==> src/core/ulsf_regs.svh <==
`ifndef ULSF_REGS_SVH
`define ULSF_REGS_SVH

// Line status word bit positions
`define ULSF_LSW_READY_BIT   0
`define ULSF_LSW_OVERRUN_BIT 1
`define ULSF_LSW_PARITY_BIT  2
`define ULSF_LSW_FRAMING_BIT 3
`define ULSF_LSW_BREAK_BIT   4

// Receive FIFO geometry
`define ULSF_FIFO_DEPTH      16
`define ULSF_PTR_W           4
`define ULSF_CNT_W           5

// Character shape: start + 8 data + parity + 2 stop, in sample ticks (16 per bit)
`define ULSF_CHAR_BITS       12
`define ULSF_TICKS_PER_BIT   16
`define ULSF_BREAK_TICKS     (`ULSF_CHAR_BITS * `ULSF_TICKS_PER_BIT)
`define ULSF_BREAK_CNT_W     9

`endif

==> src/core/ulsf_pkg.sv <==
package ulsf_pkg;
  // Receive path organisation
  typedef enum logic [0:0] {
    ULSF_MODE_SINGLE = 1'b0,
    ULSF_MODE_FIFO   = 1'b1
  } ulsf_mode_t;

  // One stored character with its error marks
  typedef struct packed {
    logic       brk;
    logic       frm;
    logic       par;
    logic [7:0] data;
  } ulsf_entry_t;
endpackage : ulsf_pkg

==> src/core/ulsf_line_status.sv <==
`timescale 1ns/1ps
`include "ulsf_regs.svh"

//------------------------------------------------------------
// Notes on behaviour
// - Break also raises parity error flag
// - Status word read clears parity error
// - Single mode: unread character sets overrun
// - Single-mode overrun overwrites receive buffer
// - FIFO mode: full FIFO plus character overruns
// - FIFO overrun keeps entries, drops new
// - Status word read clears overrun
// - Ready high while any character waits
// - Single mode: buffer read clears ready
// - FIFO mode: ready clears when empty
// - Break after low beyond character time
// - FIFO errors travel with their character
//------------------------------------------------------------

module ulsf_line_status (
  // Clock and reset
  input  wire logic       CORE_CLK,
  input  wire logic       RST,
  // Serial line and sample tick
  input  wire logic       RX_PIN,
  input  wire logic       RX_TICK,
  // Character from the receive shifter
  input  wire logic       CHAR_DONE,
  input  wire logic [7:0] CHAR_DATA,
  input  wire logic       CHAR_PAR_ERR,
  input  wire logic       CHAR_FRM_ERR,
  // Configuration
  input  wire logic       FIFO_MODE,
  // Software accesses
  input  wire logic       LSW_RD,
  input  wire logic       RBUF_RD,
  // Status and data out
  output logic [7:0]      LINE_STATUS_WORD,
  output logic [7:0]      RECEIVE_BUFFER
);

  //----------------------------------------------------------
  // Pin synchroniser
  //----------------------------------------------------------
  logic rx_meta_q;
  logic rx_sync_q;

  // Two stages before anything looks at the pin
  always_ff @(posedge CORE_CLK or posedge RST) begin
    if (RST) begin
      rx_meta_q <= 1'b1;
      rx_sync_q <= 1'b1;
    end else begin
      rx_meta_q <= RX_PIN;
      rx_sync_q <= rx_meta_q;
    end
  end

  //----------------------------------------------------------
  // Break detection
  //----------------------------------------------------------
  logic brk_pulse;

  ulsf_break_det u_brk (
    .clk       (CORE_CLK),
    .rst       (RST),
    .line_low  (!rx_sync_q),
    .tick      (RX_TICK),
    .brk_pulse (brk_pulse)
  );

  //----------------------------------------------------------
  // Storage
  //----------------------------------------------------------
  ulsf_pkg::ulsf_entry_t        mem_q [`ULSF_FIFO_DEPTH];
  logic [`ULSF_PTR_W-1:0]       wr_ptr_q;
  logic [`ULSF_PTR_W-1:0]       rd_ptr_q;
  logic [`ULSF_CNT_W-1:0]       cnt_q;
  ulsf_pkg::ulsf_entry_t        sbuf_q;
  logic                         sfull_q;
  ulsf_pkg::ulsf_entry_t        new_entry;
  ulsf_pkg::ulsf_mode_t         mode;
  logic                         fifo_full;
  logic                         fifo_empty;
  logic                         push;
  logic                         pop;
  logic                         overrun_evt;
  logic                         head_valid;
  ulsf_pkg::ulsf_entry_t        head;

  // Pointer step shared by both pointers
  function automatic logic [`ULSF_PTR_W-1:0] ptr_inc(input logic [`ULSF_PTR_W-1:0] p);
    ptr_inc = p + `ULSF_PTR_W'(1);
  endfunction : ptr_inc

  // Break arrives as a null character marked bad
  always_comb begin
    mode = ulsf_pkg::ulsf_mode_t'(FIFO_MODE);
    new_entry.data = brk_pulse ? 8'h00 : CHAR_DATA;
    new_entry.brk  = brk_pulse;
    new_entry.frm  = brk_pulse | CHAR_FRM_ERR;
    new_entry.par  = brk_pulse | CHAR_PAR_ERR;
  end

  assign fifo_full  = (cnt_q == `ULSF_CNT_W'(`ULSF_FIFO_DEPTH));
  assign fifo_empty = (cnt_q == '0);
  assign pop        = (mode == ulsf_pkg::ULSF_MODE_FIFO) && RBUF_RD && !fifo_empty;
  // A pop in the same cycle frees a slot, so no overrun then
  assign push       = (mode == ulsf_pkg::ULSF_MODE_FIFO) && (CHAR_DONE || brk_pulse)
                      && (!fifo_full || pop);
  assign overrun_evt = (CHAR_DONE || brk_pulse) && (
                       (mode == ulsf_pkg::ULSF_MODE_FIFO) ? (fifo_full && !pop)
                       : (sfull_q && !RBUF_RD));
  assign head       = mem_q[rd_ptr_q];
  assign head_valid = !fifo_empty;

  // FIFO array; full-FIFO characters are dropped, entries untouched
  always_ff @(posedge CORE_CLK) begin
    if (push) begin
      mem_q[wr_ptr_q] <= new_entry;
    end
  end

  // FIFO pointers and fill count
  always_ff @(posedge CORE_CLK or posedge RST) begin
    if (RST) begin
      wr_ptr_q <= '0;
      rd_ptr_q <= '0;
      cnt_q    <= '0;
    end else if (mode != ulsf_pkg::ULSF_MODE_FIFO) begin
      // Leaving FIFO mode flushes it
      wr_ptr_q <= '0;
      rd_ptr_q <= '0;
      cnt_q    <= '0;
    end else begin
      if (push) begin
        wr_ptr_q <= ptr_inc(wr_ptr_q);
      end
      if (pop) begin
        rd_ptr_q <= ptr_inc(rd_ptr_q);
      end
      // Count moves only on an unmatched push or pop
      unique case ({push, pop})
        2'b10:   cnt_q <= cnt_q + `ULSF_CNT_W'(1);
        2'b01:   cnt_q <= cnt_q - `ULSF_CNT_W'(1);
        default: cnt_q <= cnt_q;
      endcase
    end
  end

  // Single holding buffer; in single mode a new character always lands here
  always_ff @(posedge CORE_CLK or posedge RST) begin
    if (RST) begin
      sbuf_q  <= '0;
      sfull_q <= 1'b0;
    end else if (mode == ulsf_pkg::ULSF_MODE_SINGLE) begin
      if (CHAR_DONE || brk_pulse) begin
        sbuf_q  <= new_entry;
        sfull_q <= 1'b1;
      end else if (RBUF_RD) begin
        sfull_q <= 1'b0;
      end
    end else begin
      sfull_q <= 1'b0;
    end
  end

  //----------------------------------------------------------
  // Next FIFO head
  //----------------------------------------------------------
  logic [`ULSF_PTR_W-1:0] head_ptr_d;
  logic [7:0]             head_data_d;

  // Slot that is head after this edge; a character written into that
  // very slot bypasses the array, else the buffer would lag a cycle
  // and show a stale or never-written slot first
  always_comb begin
    head_ptr_d = pop ? ptr_inc(rd_ptr_q) : rd_ptr_q;
    if (push && (wr_ptr_q == head_ptr_d)) begin
      head_data_d = new_entry.data;
    end else begin
      head_data_d = mem_q[head_ptr_d].data;
    end
  end

  //----------------------------------------------------------
  // Sticky error flags
  //----------------------------------------------------------
  logic par_q;
  logic frm_q;
  logic brk_q;
  logic ovr_q;
  logic par_set;
  logic frm_set;
  logic brk_set;
  logic par_d;
  logic frm_d;
  logic brk_d;
  logic ovr_d;

  // Single mode flags at once; FIFO mode only when a char reaches the head
  logic head_new_q;
  logic head_shown_q;

  // Track whether the current head has already posted its marks
  always_ff @(posedge CORE_CLK or posedge RST) begin
    if (RST) begin
      head_shown_q <= 1'b0;
    end else if (pop || !head_valid || mode != ulsf_pkg::ULSF_MODE_FIFO) begin
      head_shown_q <= 1'b0;
    end else begin
      head_shown_q <= 1'b1;
    end
  end

  assign head_new_q = head_valid && !head_shown_q && (mode == ulsf_pkg::ULSF_MODE_FIFO);

  always_comb begin
    if (mode == ulsf_pkg::ULSF_MODE_FIFO) begin
      par_set = head_new_q && head.par;
      frm_set = head_new_q && head.frm;
      brk_set = head_new_q && head.brk;
    end else begin
      par_set = (CHAR_DONE || brk_pulse) && new_entry.par;
      frm_set = (CHAR_DONE || brk_pulse) && new_entry.frm;
      brk_set = brk_pulse;
    end
  end

  // Set wins over the clearing status read, so no event is lost
  // Shared by the flag flops and the status word
  always_comb begin
    par_d = par_set | (par_q & ~LSW_RD);
    frm_d = frm_set | (frm_q & ~LSW_RD);
    brk_d = brk_set | (brk_q & ~LSW_RD);
    ovr_d = overrun_evt | (ovr_q & ~LSW_RD);
  end

  // Flag flops
  always_ff @(posedge CORE_CLK or posedge RST) begin
    if (RST) begin
      par_q <= 1'b0;
      frm_q <= 1'b0;
      brk_q <= 1'b0;
      ovr_q <= 1'b0;
    end else begin
      par_q <= par_d;
      frm_q <= frm_d;
      brk_q <= brk_d;
      ovr_q <= ovr_d;
    end
  end

  //----------------------------------------------------------
  // Registered outputs
  //----------------------------------------------------------
  logic ready_d;

  // Ready follows holding buffer or FIFO occupancy of the next cycle
  always_comb begin
    if (mode == ulsf_pkg::ULSF_MODE_FIFO) begin
      // Empty after this cycle when none left and no push, or one left, popped, and no push
      ready_d = !((cnt_q == '0 && !push) ||
                  (cnt_q == `ULSF_CNT_W'(1) && pop && !push));
    end else begin
      ready_d = (CHAR_DONE || brk_pulse) || (sfull_q && !RBUF_RD);
    end
  end

  // Status word takes the values the flag flops take at this edge
  always_ff @(posedge CORE_CLK or posedge RST) begin
    if (RST) begin
      LINE_STATUS_WORD <= 8'h00;
    end else begin
      LINE_STATUS_WORD <= 8'h00;
      LINE_STATUS_WORD[`ULSF_LSW_READY_BIT]   <= ready_d;
      LINE_STATUS_WORD[`ULSF_LSW_OVERRUN_BIT] <= ovr_d;
      LINE_STATUS_WORD[`ULSF_LSW_PARITY_BIT]  <= par_d;
      LINE_STATUS_WORD[`ULSF_LSW_FRAMING_BIT] <= frm_d;
      LINE_STATUS_WORD[`ULSF_LSW_BREAK_BIT]   <= brk_d;
    end
  end

  // Receive buffer shows the holding buffer or the next FIFO head
  always_ff @(posedge CORE_CLK or posedge RST) begin
    if (RST) begin
      RECEIVE_BUFFER <= 8'h00;
    end else if (mode == ulsf_pkg::ULSF_MODE_FIFO) begin
      // Keep the last character once drained; the array has no reset
      if (ready_d) begin
        RECEIVE_BUFFER <= head_data_d;
      end
    end else begin
      RECEIVE_BUFFER <= (CHAR_DONE || brk_pulse) ? new_entry.data : sbuf_q.data;
    end
  end

endmodule : ulsf_line_status

==> src/core/ulsf_break_det.sv <==
`timescale 1ns/1ps
`include "ulsf_regs.svh"

// Break detector: counts sample ticks while the line sits low
module ulsf_break_det (
  // Clock and reset
  input  wire logic clk,
  input  wire logic rst,
  // Line and timing
  input  wire logic line_low,
  input  wire logic tick,
  // Result
  output logic      brk_pulse
);

  logic [`ULSF_BREAK_CNT_W-1:0] cnt_q;
  logic                         fired_q;

  // Low-time counter, saturates after firing once per low period
  always_ff @(posedge clk or posedge rst) begin
    if (rst) begin
      cnt_q     <= '0;
      fired_q   <= 1'b0;
      brk_pulse <= 1'b0;
    end else begin
      brk_pulse <= 1'b0;
      if (!line_low) begin
        cnt_q   <= '0;
        fired_q <= 1'b0;
      end else if (tick && !fired_q) begin
        // Strictly longer than a full character time
        if (cnt_q == `ULSF_BREAK_CNT_W'(`ULSF_BREAK_TICKS)) begin
          brk_pulse <= 1'b1;
          fired_q   <= 1'b1;
        end else begin
          cnt_q <= cnt_q + `ULSF_BREAK_CNT_W'(1);
        end
      end
    end
  end

endmodule : ulsf_break_det

==> config.mk <==
export PLATFORM = sky130hd
export DESIGN_NAME = ulsf_line_status
export DESIGN_NICKNAME = d
export VERILOG_FILES = /design/src/core/ulsf_pkg.sv /design/src/core/ulsf_line_status.sv /design/src/core/ulsf_break_det.sv
export VERILOG_INCLUDE_DIRS = /design/src /design/src/core
export SDC_FILE = /design/constraint.sdc
export NUM_CORES = 1
export LEC_CHECK = 0
export ABC_AREA = 1
export BUFFER_PORTS_ARGS = -buffer_cell sky130_fd_sc_hd__buf_2
export CAP_MARGIN = 5
export CELL_PAD_IN_SITES_DETAIL_PLACEMENT = 0
export CELL_PAD_IN_SITES_GLOBAL_PLACEMENT = 1
export CORE_ASPECT_RATIO = 0.75
export CORE_MARGIN = 2
export CORE_UTILIZATION = 35
export CTS_CLUSTER_DIAMETER = 30
export CTS_CLUSTER_SIZE = 25
export DETAILED_ROUTE_END_ITERATION = 6
export PLACE_DENSITY = 0.65
export SLEW_MARGIN = 5
export SYNTH_ARGS = -nofsm -noshare
export SYNTH_HDL_FRONTEND = slang
export SYNTH_SLANG_ARGS = --single-unit
==> constraint.sdc <==
create_clock -name CORE_CLK -period 2.2 [get_ports CORE_CLK]
set_clock_uncertainty 0.2 [all_clocks]
set_input_delay 0.11 -clock CORE_CLK [delete_from_list [all_inputs] [get_ports CORE_CLK]]
set_output_delay 0.11 -clock CORE_CLK [all_outputs]
set_load 0.02 [all_outputs]
==> results.md, run 1 <==
- Status: finished with violations
- Violated checks: negative setup slack
- Max clock buf depth: 3
- Leak pwr: 5.83 nW
- Diode count: 0
- Pwr dens: around 1100 nW/µm²
- Overflow left after global routing: 0
- Largest fanout on the critical path: 11
- Number of standard cells in the layout, taps in and fillers out: 1595
- Worst-path clk slew: 50 ps
- Fraction of final layout cells sized beyond drive strength 1: 23.7%
- Worst-case headroom to the max-slew limit: 26.7%
- Die boundary height: 153 µm
- Buffers on Ports: 30
- Placed cells: 1495
- Antenna violations before repair: 0
- Register area: between 6000 and 7000 µm²
- Maximum resistive drop on vdd: 0.000531 V
- Via count: 7698
- Overall power after layout: 15.5 mW
- H-tree level count: 2
- Top-count cell post-synth: sky130_fd_sc_hd__edfxtp_1
- Final core utilization: 46.8%
- Library cell appearing most often on the critical path: sky130_fd_sc_hd__nand3_2
- Critical Path Source Type: flip-flop
- GRT Overall Usage: 19.1%
- Via/cell ratio: 4.83
- Transition time at the pin with the least slew margin: 1100 ps
- Number of different library cells in the post-synthesis netlist: 41
- F_max: 445 MHz
- Average wire per standard cell: around 18 µm
- Number of I/O pins: 34
- Number of pins with negative max-slew slack in the final report: 0
- Worst setup slack after layout: -47.1 ps
- Worst EP required: 2410 ps
- Cell-by-cell listing of the critical path: ha_1, nand3b_1, nand2_4, inv_4, buf_12, buf_4, nand3_1, nand3_2, nand3_2, nand3_2, nand2_1, a21oi_2
- Post-Layout Inst Area: 13600 µm²
- Setup-failing EPs final: 5
- Fin nets: between 1000 and 1500
- Worst Hold Class: in -> reg
- First-pass GRT wire length: 45100 µm
- Core Area: 29100 µm²
- Residual DRC count: 0
- DR pass1 iterations: 5
- Chip Width: 202 µm
- Largest net degree at the start of global routing: 50
- Number of synthesized register bits: 225
- Number of CTS-inserted buffers: 41
- Total area of multi-input combinational cells: 3210 µm²
- Number of maximum-capacitance violations: 0
- Sequential area share after synthesis: 63.0%
- Total of warnings raised by yosys: 0
- Delay contributed by the slowest stage of the critical path: 400 ps
- Aggregate routed wire length: 28600 µm
- Top FF cell, synth: sky130_fd_sc_hd__edfxtp_1
- Share of the synthesized area in the top cell type: 51.1%
- Post-synthesis cell type with the largest combined area: sky130_fd_sc_hd__edfxtp_1
- Fill cell total of the finished layout: 2782
- Post-synthesis area per instance: 10.2 µm²
- Largest cells by area after synthesis: sky130_fd_sc_hd__edfxtp_1 51%, sky130_fd_sc_hd__dfrtp_1 11%, sky130_fd_sc_hd__nand3_1 8.3%
- Floorplan row count: 54
- Number of flops mapped to enable cells by yosys: 176
- Detail Placement HPWL: 19400 µm
- Detailed router's first-iteration violation count: 678
- Global placer's final weighted congestion: 0.822
- Clock network latency to the later pin of the worst-skew pair: 530 ps
- Area growth syn-to-layout: 31.4%
- Cell count after synthesis: 1015
- Setup TNS: -130 ps
- Final worst path period share: 102%
- Arrival time of data at the critical path endpoint: 2450 ps
- Root Buffer Master: sky130_fd_sc_hd__clkbuf_16
- Crit path capture type: flip-flop
- Setup repair after global routing missed its margin: yes
- Initial standard-cell utilization of the core: 35.6%
- Crit path kind: reg -> reg
- Via count of the first global-routing pass: 7602
- Top cell types by occurrence after synthesis: 176 x sky130_fd_sc_hd__edfxtp_1, 172 x sky130_fd_sc_hd__nand3_1, 166 x sky130_fd_sc_hd__nand2_1, 146 x sky130_fd_sc_hd__inv_1, 73 x sky130_fd_sc_hd__nor2_1
- Post-synth ARST share: 21.8%
- Final hold slack: just over 60 ps
- Register-to-register path setup slack: -50 ps
- Clock period minus worst slack: 2250 ps
- Hold violation count in the final report: 0
- Clock net sink count: about 230
- Placed Instance Area: 11700 µm²
- Routed Antenna Nets: 0
- Worst slack, placed: -196 ps
- Slowest cell on the critical path: sky130_fd_sc_hd__dfrtp_1
- Die Outline Area: 31000 µm²
- Clock tree from TritonCTS: done
- Area of the mapped netlist: 10300 µm²
report_power, final:
group	switching, mW	internal [mW]
logic	2.59	1.76
clock network	2.10	4.05
registers	0.173	4.83
total	4.86	10.6
cell usage in the layout (no fill, tap or decap), drive strengths merged, types with 2 or more instances in the layout:
cell and instances:
dlygate4sd3 18, xor2 3, o311ai 3, o21ai 34
nand4 3, inv 154, clkbuf 49, ha 11
a22oi 8, dfstp 2, clkinv 13, a21oi 41
nor2 77, o211ai 2, nand3b 33, nor3 6
or2 3, edfxtp 176, bufinv 5, clkinvlp 2
conb 3, nand3 180, buf 145, xnor2 3
dfrtp 47, a221oi 3, nand2 172
kinds of logic (layout without fill, tap and decap cells):
logic type               Yosys count  count (layout)  share of synthesized area [%]
flip-flops                       225             225                           63.0
adder cells (fa/ha/maj)           11              11                           1.33
AO/OA/AOI/OAI                     96              96                           5.32
XOR/XNOR                           6               6                          0.508
other                              1               3                         0.0363
AND/OR/NAND/NOR                  475             475                           21.7
buffers and inverters            201             387                           8.11
registers in the layout, summed over array words and instances (netlist names), 4 cells and up:
name and flops:
sbuf_q 8, LINE_STATUS_WORD 5, wr_ptr_q 4, rd_ptr_q 4, u_brk.cnt_q 9, mem_q 176
RECEIVE_BUFFER 8, cnt_q 5
routing by layer:
metal,up-vias,track usage [%],wire length (µm)
li1,3742,-,-
met1,3708,30.8,14900
met2,224,25.9,11500
met3,24,3.77,1930
met4,0,4.31,250
met5,-,0,0
critical path, delay by kind of cell, from the launching register on:
| family | cells | cell delay (ps) |
|---|---|---|
| AOI/OAI and AO/OA | 1 | 60 |
| adders and majority gates | 1 | 300 |
| buffers and inverters | 3 | 330 |
| DFF | 1 | 400 |
| and+or+nand+nor | 7 | 820 |
final cells by class:
type / count / share of cell area [%]
clock inverters: 24 / 2.02
inverters: 150 / 4.16
clock buffers: 49 / 7.85
flip-flops and latches: 225 / 47.9
multi-input cells: 591 / 23.6
well taps: 392 / 3.61
repair buffers: 164 / 10.8
final timing paths:
check                                  from  cells past startpoint                 to
worst max register to register  rd_ptr_q[0]                     12  RECEIVE_BUFFER[2]
min in group asynchronous               RST                      4        wr_ptr_q[2]
worst max-delay path            rd_ptr_q[0]                     12  RECEIVE_BUFFER[2]
worst min-delay path                 RX_PIN                      2          rx_meta_q
worst min register to register    rx_meta_q                      0          rx_sync_q
max in group asynchronous               RST                      4           cnt_q[4]
what timing repair did:
item	in CTS	in global routing
resized for setup	30	29
buffers inserted	5	2
pin swaps	6	3
hold buffers	18	0
gates cloned	2	0
endpoints found under the setup margin	97	147
endpoints found under the hold margin	199	0
No activity file was read; power rests on OpenSTA's default activity.
==> run 2: changes to the inputs <==
--- a/config.mk
+++ b/config.mk
@@ -7,7 +7,7 @@
 export NUM_CORES = 1
 export LEC_CHECK = 0
 export ABC_AREA = 1
-export BUFFER_PORTS_ARGS = -buffer_cell sky130_fd_sc_hd__buf_2
+export BUFFER_PORTS_ARGS = -buffer_cell sky130_fd_sc_hd__buf_4
 export CAP_MARGIN = 5
 export CELL_PAD_IN_SITES_DETAIL_PLACEMENT = 0
 export CELL_PAD_IN_SITES_GLOBAL_PLACEMENT = 1
@@ -17,7 +17,7 @@
 export CTS_CLUSTER_DIAMETER = 30
 export CTS_CLUSTER_SIZE = 25
 export DETAILED_ROUTE_END_ITERATION = 6
-export PLACE_DENSITY = 0.65
+export PLACE_DENSITY_LB_ADDON = 0.25
 export SLEW_MARGIN = 5
 export SYNTH_ARGS = -nofsm -noshare
 export SYNTH_HDL_FRONTEND = slang
==> results.md, run 2 (synthesized netlist as in run 1, its figures left out) <==
- Final hold slack: roughly 57 ps
- Worst reg2reg startpoint: cnt_q[0]
- Cell depth of the worst min-delay path: 2
- Capture instance of the worst register-to-register path: RECEIVE_BUFFER[6]
- First-pass GRT wire length: just under 50000 µm
- Global placer's final weighted congestion: 0.804
- Root Buffer Master: sky130_fd_sc_hd__clkbuf_16
- DR pass1 iterations: 5
- F_max: around 430 MHz
- H-tree level count: 2
- Cell-by-cell listing of the critical path: inv_2, ha_4, nand3_4, nand3b_1, nand2_4, buf_8, buf_4, nand3_1, nand3_1, nand3_2, nand3_2, nand2_1, a21oi_1
- Via count: 8074
- Via count of the first global-routing pass: around 7800
- Worst setup slack after layout: -130 ps
- Arrival time of data at the critical path endpoint: 2540 ps
- Via/cell ratio: 4.97
- Detail Placement HPWL: 20000 µm
- GRT Overall Usage: 20.7%
- Fill cell total of the finished layout: 2681
- Clock net sink count: 225
- Average wire per standard cell: 19.4 µm
- Initial standard-cell utilization of the core: 35.6%
- Setup-failing EPs final: 8
- Buffers on Ports: 30
- Largest net degree at the start of global routing: 32
- Most frequent standard cell in the layout excluding fill and tap cells: sky130_fd_sc_hd__edfxtp_1
- Number of CTS-inserted buffers: 44
- Register-to-register path setup slack: -130 ps
- Biggest regs: mem_q: 176 flops, u_brk.cnt_q: 9 flops
- Worst-path clk slew: 50 ps
- Worst slack, placed: -205 ps
- Residual DRC count: 0
- Crit path capture type: flip-flop
- Detailed router's first-iteration violation count: 728
- R2R cell count: 13
- Worst min-delay path startpoint: RX_PIN
- Setup TNS: -870 ps
- Largest reg by FF count: mem_q
- Family of cells with the greatest summed delay on the critical path: simple AND/OR/NAND/NOR gates
- Worst-case headroom to the max-slew limit: 40.9%
- Number of I/O pins: 34
- Clock period minus worst slack: ~2300 ps
- Overflow left after global routing: 0
- Die boundary height: around 150 µm
- Worst path buffer plus inverter count: 3
- Most frequent cells in the layout: 176 x sky130_fd_sc_hd__edfxtp_1, 158 x sky130_fd_sc_hd__nand2_1, 144 x sky130_fd_sc_hd__nand3_1, 140 x sky130_fd_sc_hd__inv_1, 134 x sky130_fd_sc_hd__buf_4
- Largest fanout on the critical path: 8
- Core Area: 29100 µm²
- Max FFs per register: 176
- Worst Hold Class: in -> reg
- Maximum resistive drop on vdd: ~0.00053 V
- Clock tree from TritonCTS: done
- Critical Path Source Type: flip-flop
- Setup repair after global routing missed its margin: yes
- Aggregate routed wire length: 31600 µm
- Max clock buf depth: 3
- Number of pins with negative max-slew slack in the final report: 0
- Crit path kind: reg -> reg
- Fin nets: between 1000 and 1500
- Overall power after layout: between 15 and 20 mW
- Routed Antenna Nets: 0
- Worst EP required: 2410 ps
- Pwr dens: 1150 nW/µm²
- Worst Hold Endpoint: rx_meta_q
- Floorplan row count: 54
- Area growth syn-to-layout: 38.1%
- Clock network latency to the later pin of the worst-skew pair: 540 ps
- Die Outline Area: 31000 µm²
- Final worst path period share: 106%
- Transition time at the pin with the least slew margin: 886 ps
- Slowest cell on the critical path: sky130_fd_sc_hd__dfrtp_1
- Status: finished with violations
- Final core utilization: 49.2%
- Chip Width: about 200 µm
- Delay contributed by the slowest stage of the critical path: 380 ps
- Number of maximum-capacitance violations: 0
- Fraction of final layout cells sized beyond drive strength 1: 27.3%
- Violated checks: negative setup slack
- Diode count: 0
- Hold violation count in the final report: 0
- Leak pwr: 6.07 nW
- Antenna violations before repair: 0
==> run 2: changes by cell type in the layout (fill, tap and decap cells not counted), moves of 5 or more <==
cell,before,now
sky130_fd_sc_hd__buf_4,93,134
sky130_fd_sc_hd__buf_2,30,0
sky130_fd_sc_hd__nor2_1,67,49
sky130_fd_sc_hd__nor2_2,8,18
sky130_fd_sc_hd__nor2_4,2,10
sky130_fd_sc_hd__clkinv_1,4,9
sky130_fd_sc_hd__nand3_1,149,144
==> run 2: worst max-delay path by stage <==
stage	startpoint	to	slack (ps)	cells past startpoint
after global routing	cnt_q[0]	RECEIVE_BUFFER[7]	-230	15
after global placement	cnt_q[0]	RECEIVE_BUFFER[7]	-210	13
after CTS	cnt_q[1]	RECEIVE_BUFFER[0]	-80	15
after detailed placement	cnt_q[0]	RECEIVE_BUFFER[7]	-210	13
final	cnt_q[0]	RECEIVE_BUFFER[6]	-130	13
after floorplan	cnt_q[0]	mem_q[15][0]	-130	7
==> run 2: timing repair <==
| item | 4_1_cts | 5_1_grt |
|---|---|---|
| hold buffers | 18 | 1 |
| setup endpoints to repair | 92 | 163 |
| hold endpoints to repair | 123 | 4 |
| pin swaps | 24 | 12 |
| resized for setup | 66 | 44 |
| cloned | 7 | 0 |
| buffers inserted | 13 | 2 |
==> run 2: routing by layer <==
| layer | vias to the layer above | part of all wire (%) | wire length [µm] | GRT usage [%] |
|---|---|---|---|---|
| met5 | - | 0 | 0 | 0 |
| met4 | 0 | 1.4 | 439 | 4.97 |
| met3 | 41 | 8.0 | 2510 | 5.10 |
| met2 | 264 | 41 | 12800 | 28.2 |
| met1 | 3953 | 50 | 15800 | 32.7 |
| li1 | 3816 | - | - | - |
==> run 2: report_power, final <==
part	internal [mW]	leakage, nW	switching [mW]
Sequential	4.83	2.23	0.162
Clock	4.18	0.673	2.18
Combinational	2.21	3.16	2.89
Total	11.2	6.07	5.23
==> run 2: stage by stage <==
step / instance area (µm²) / cells
6_report: 14300 / 1626
5_1_grt: 14300 / 1626
4_1_cts: 14100 / 1623
3_5_place_dp: 11900 / 1505
3_3_place_gp: 11900 / 1505
2_1_floorplan: 10300 / 1017
==> run 2: cell type report <==
class                   instances  area, µm²  area share [%]
clock buffers                  52       1150            8.07
inverters                     150        566            3.96
flip-flops and latches        225       6510            45.6
clock inverters                28        256            1.80
multi-input cells             591       3410            23.8
repair buffers                188       1900            13.3
well taps                     392        490            3.43
==> run 2: worst register-to-register path: stages, from the launching register on <==
cell and delay [ps]:
sky130_fd_sc_hd__dfrtp_1 380, sky130_fd_sc_hd__inv_2 80, sky130_fd_sc_hd__ha_4 150, sky130_fd_sc_hd__nand3_4 140
sky130_fd_sc_hd__nand3b_1 200, sky130_fd_sc_hd__nand2_4 110, sky130_fd_sc_hd__buf_8 160, sky130_fd_sc_hd__buf_4 130
sky130_fd_sc_hd__nand3_1 70, sky130_fd_sc_hd__nand3_1 220, sky130_fd_sc_hd__nand3_2 140, sky130_fd_sc_hd__nand3_2 90
sky130_fd_sc_hd__nand2_1 80, sky130_fd_sc_hd__a21oi_1 60
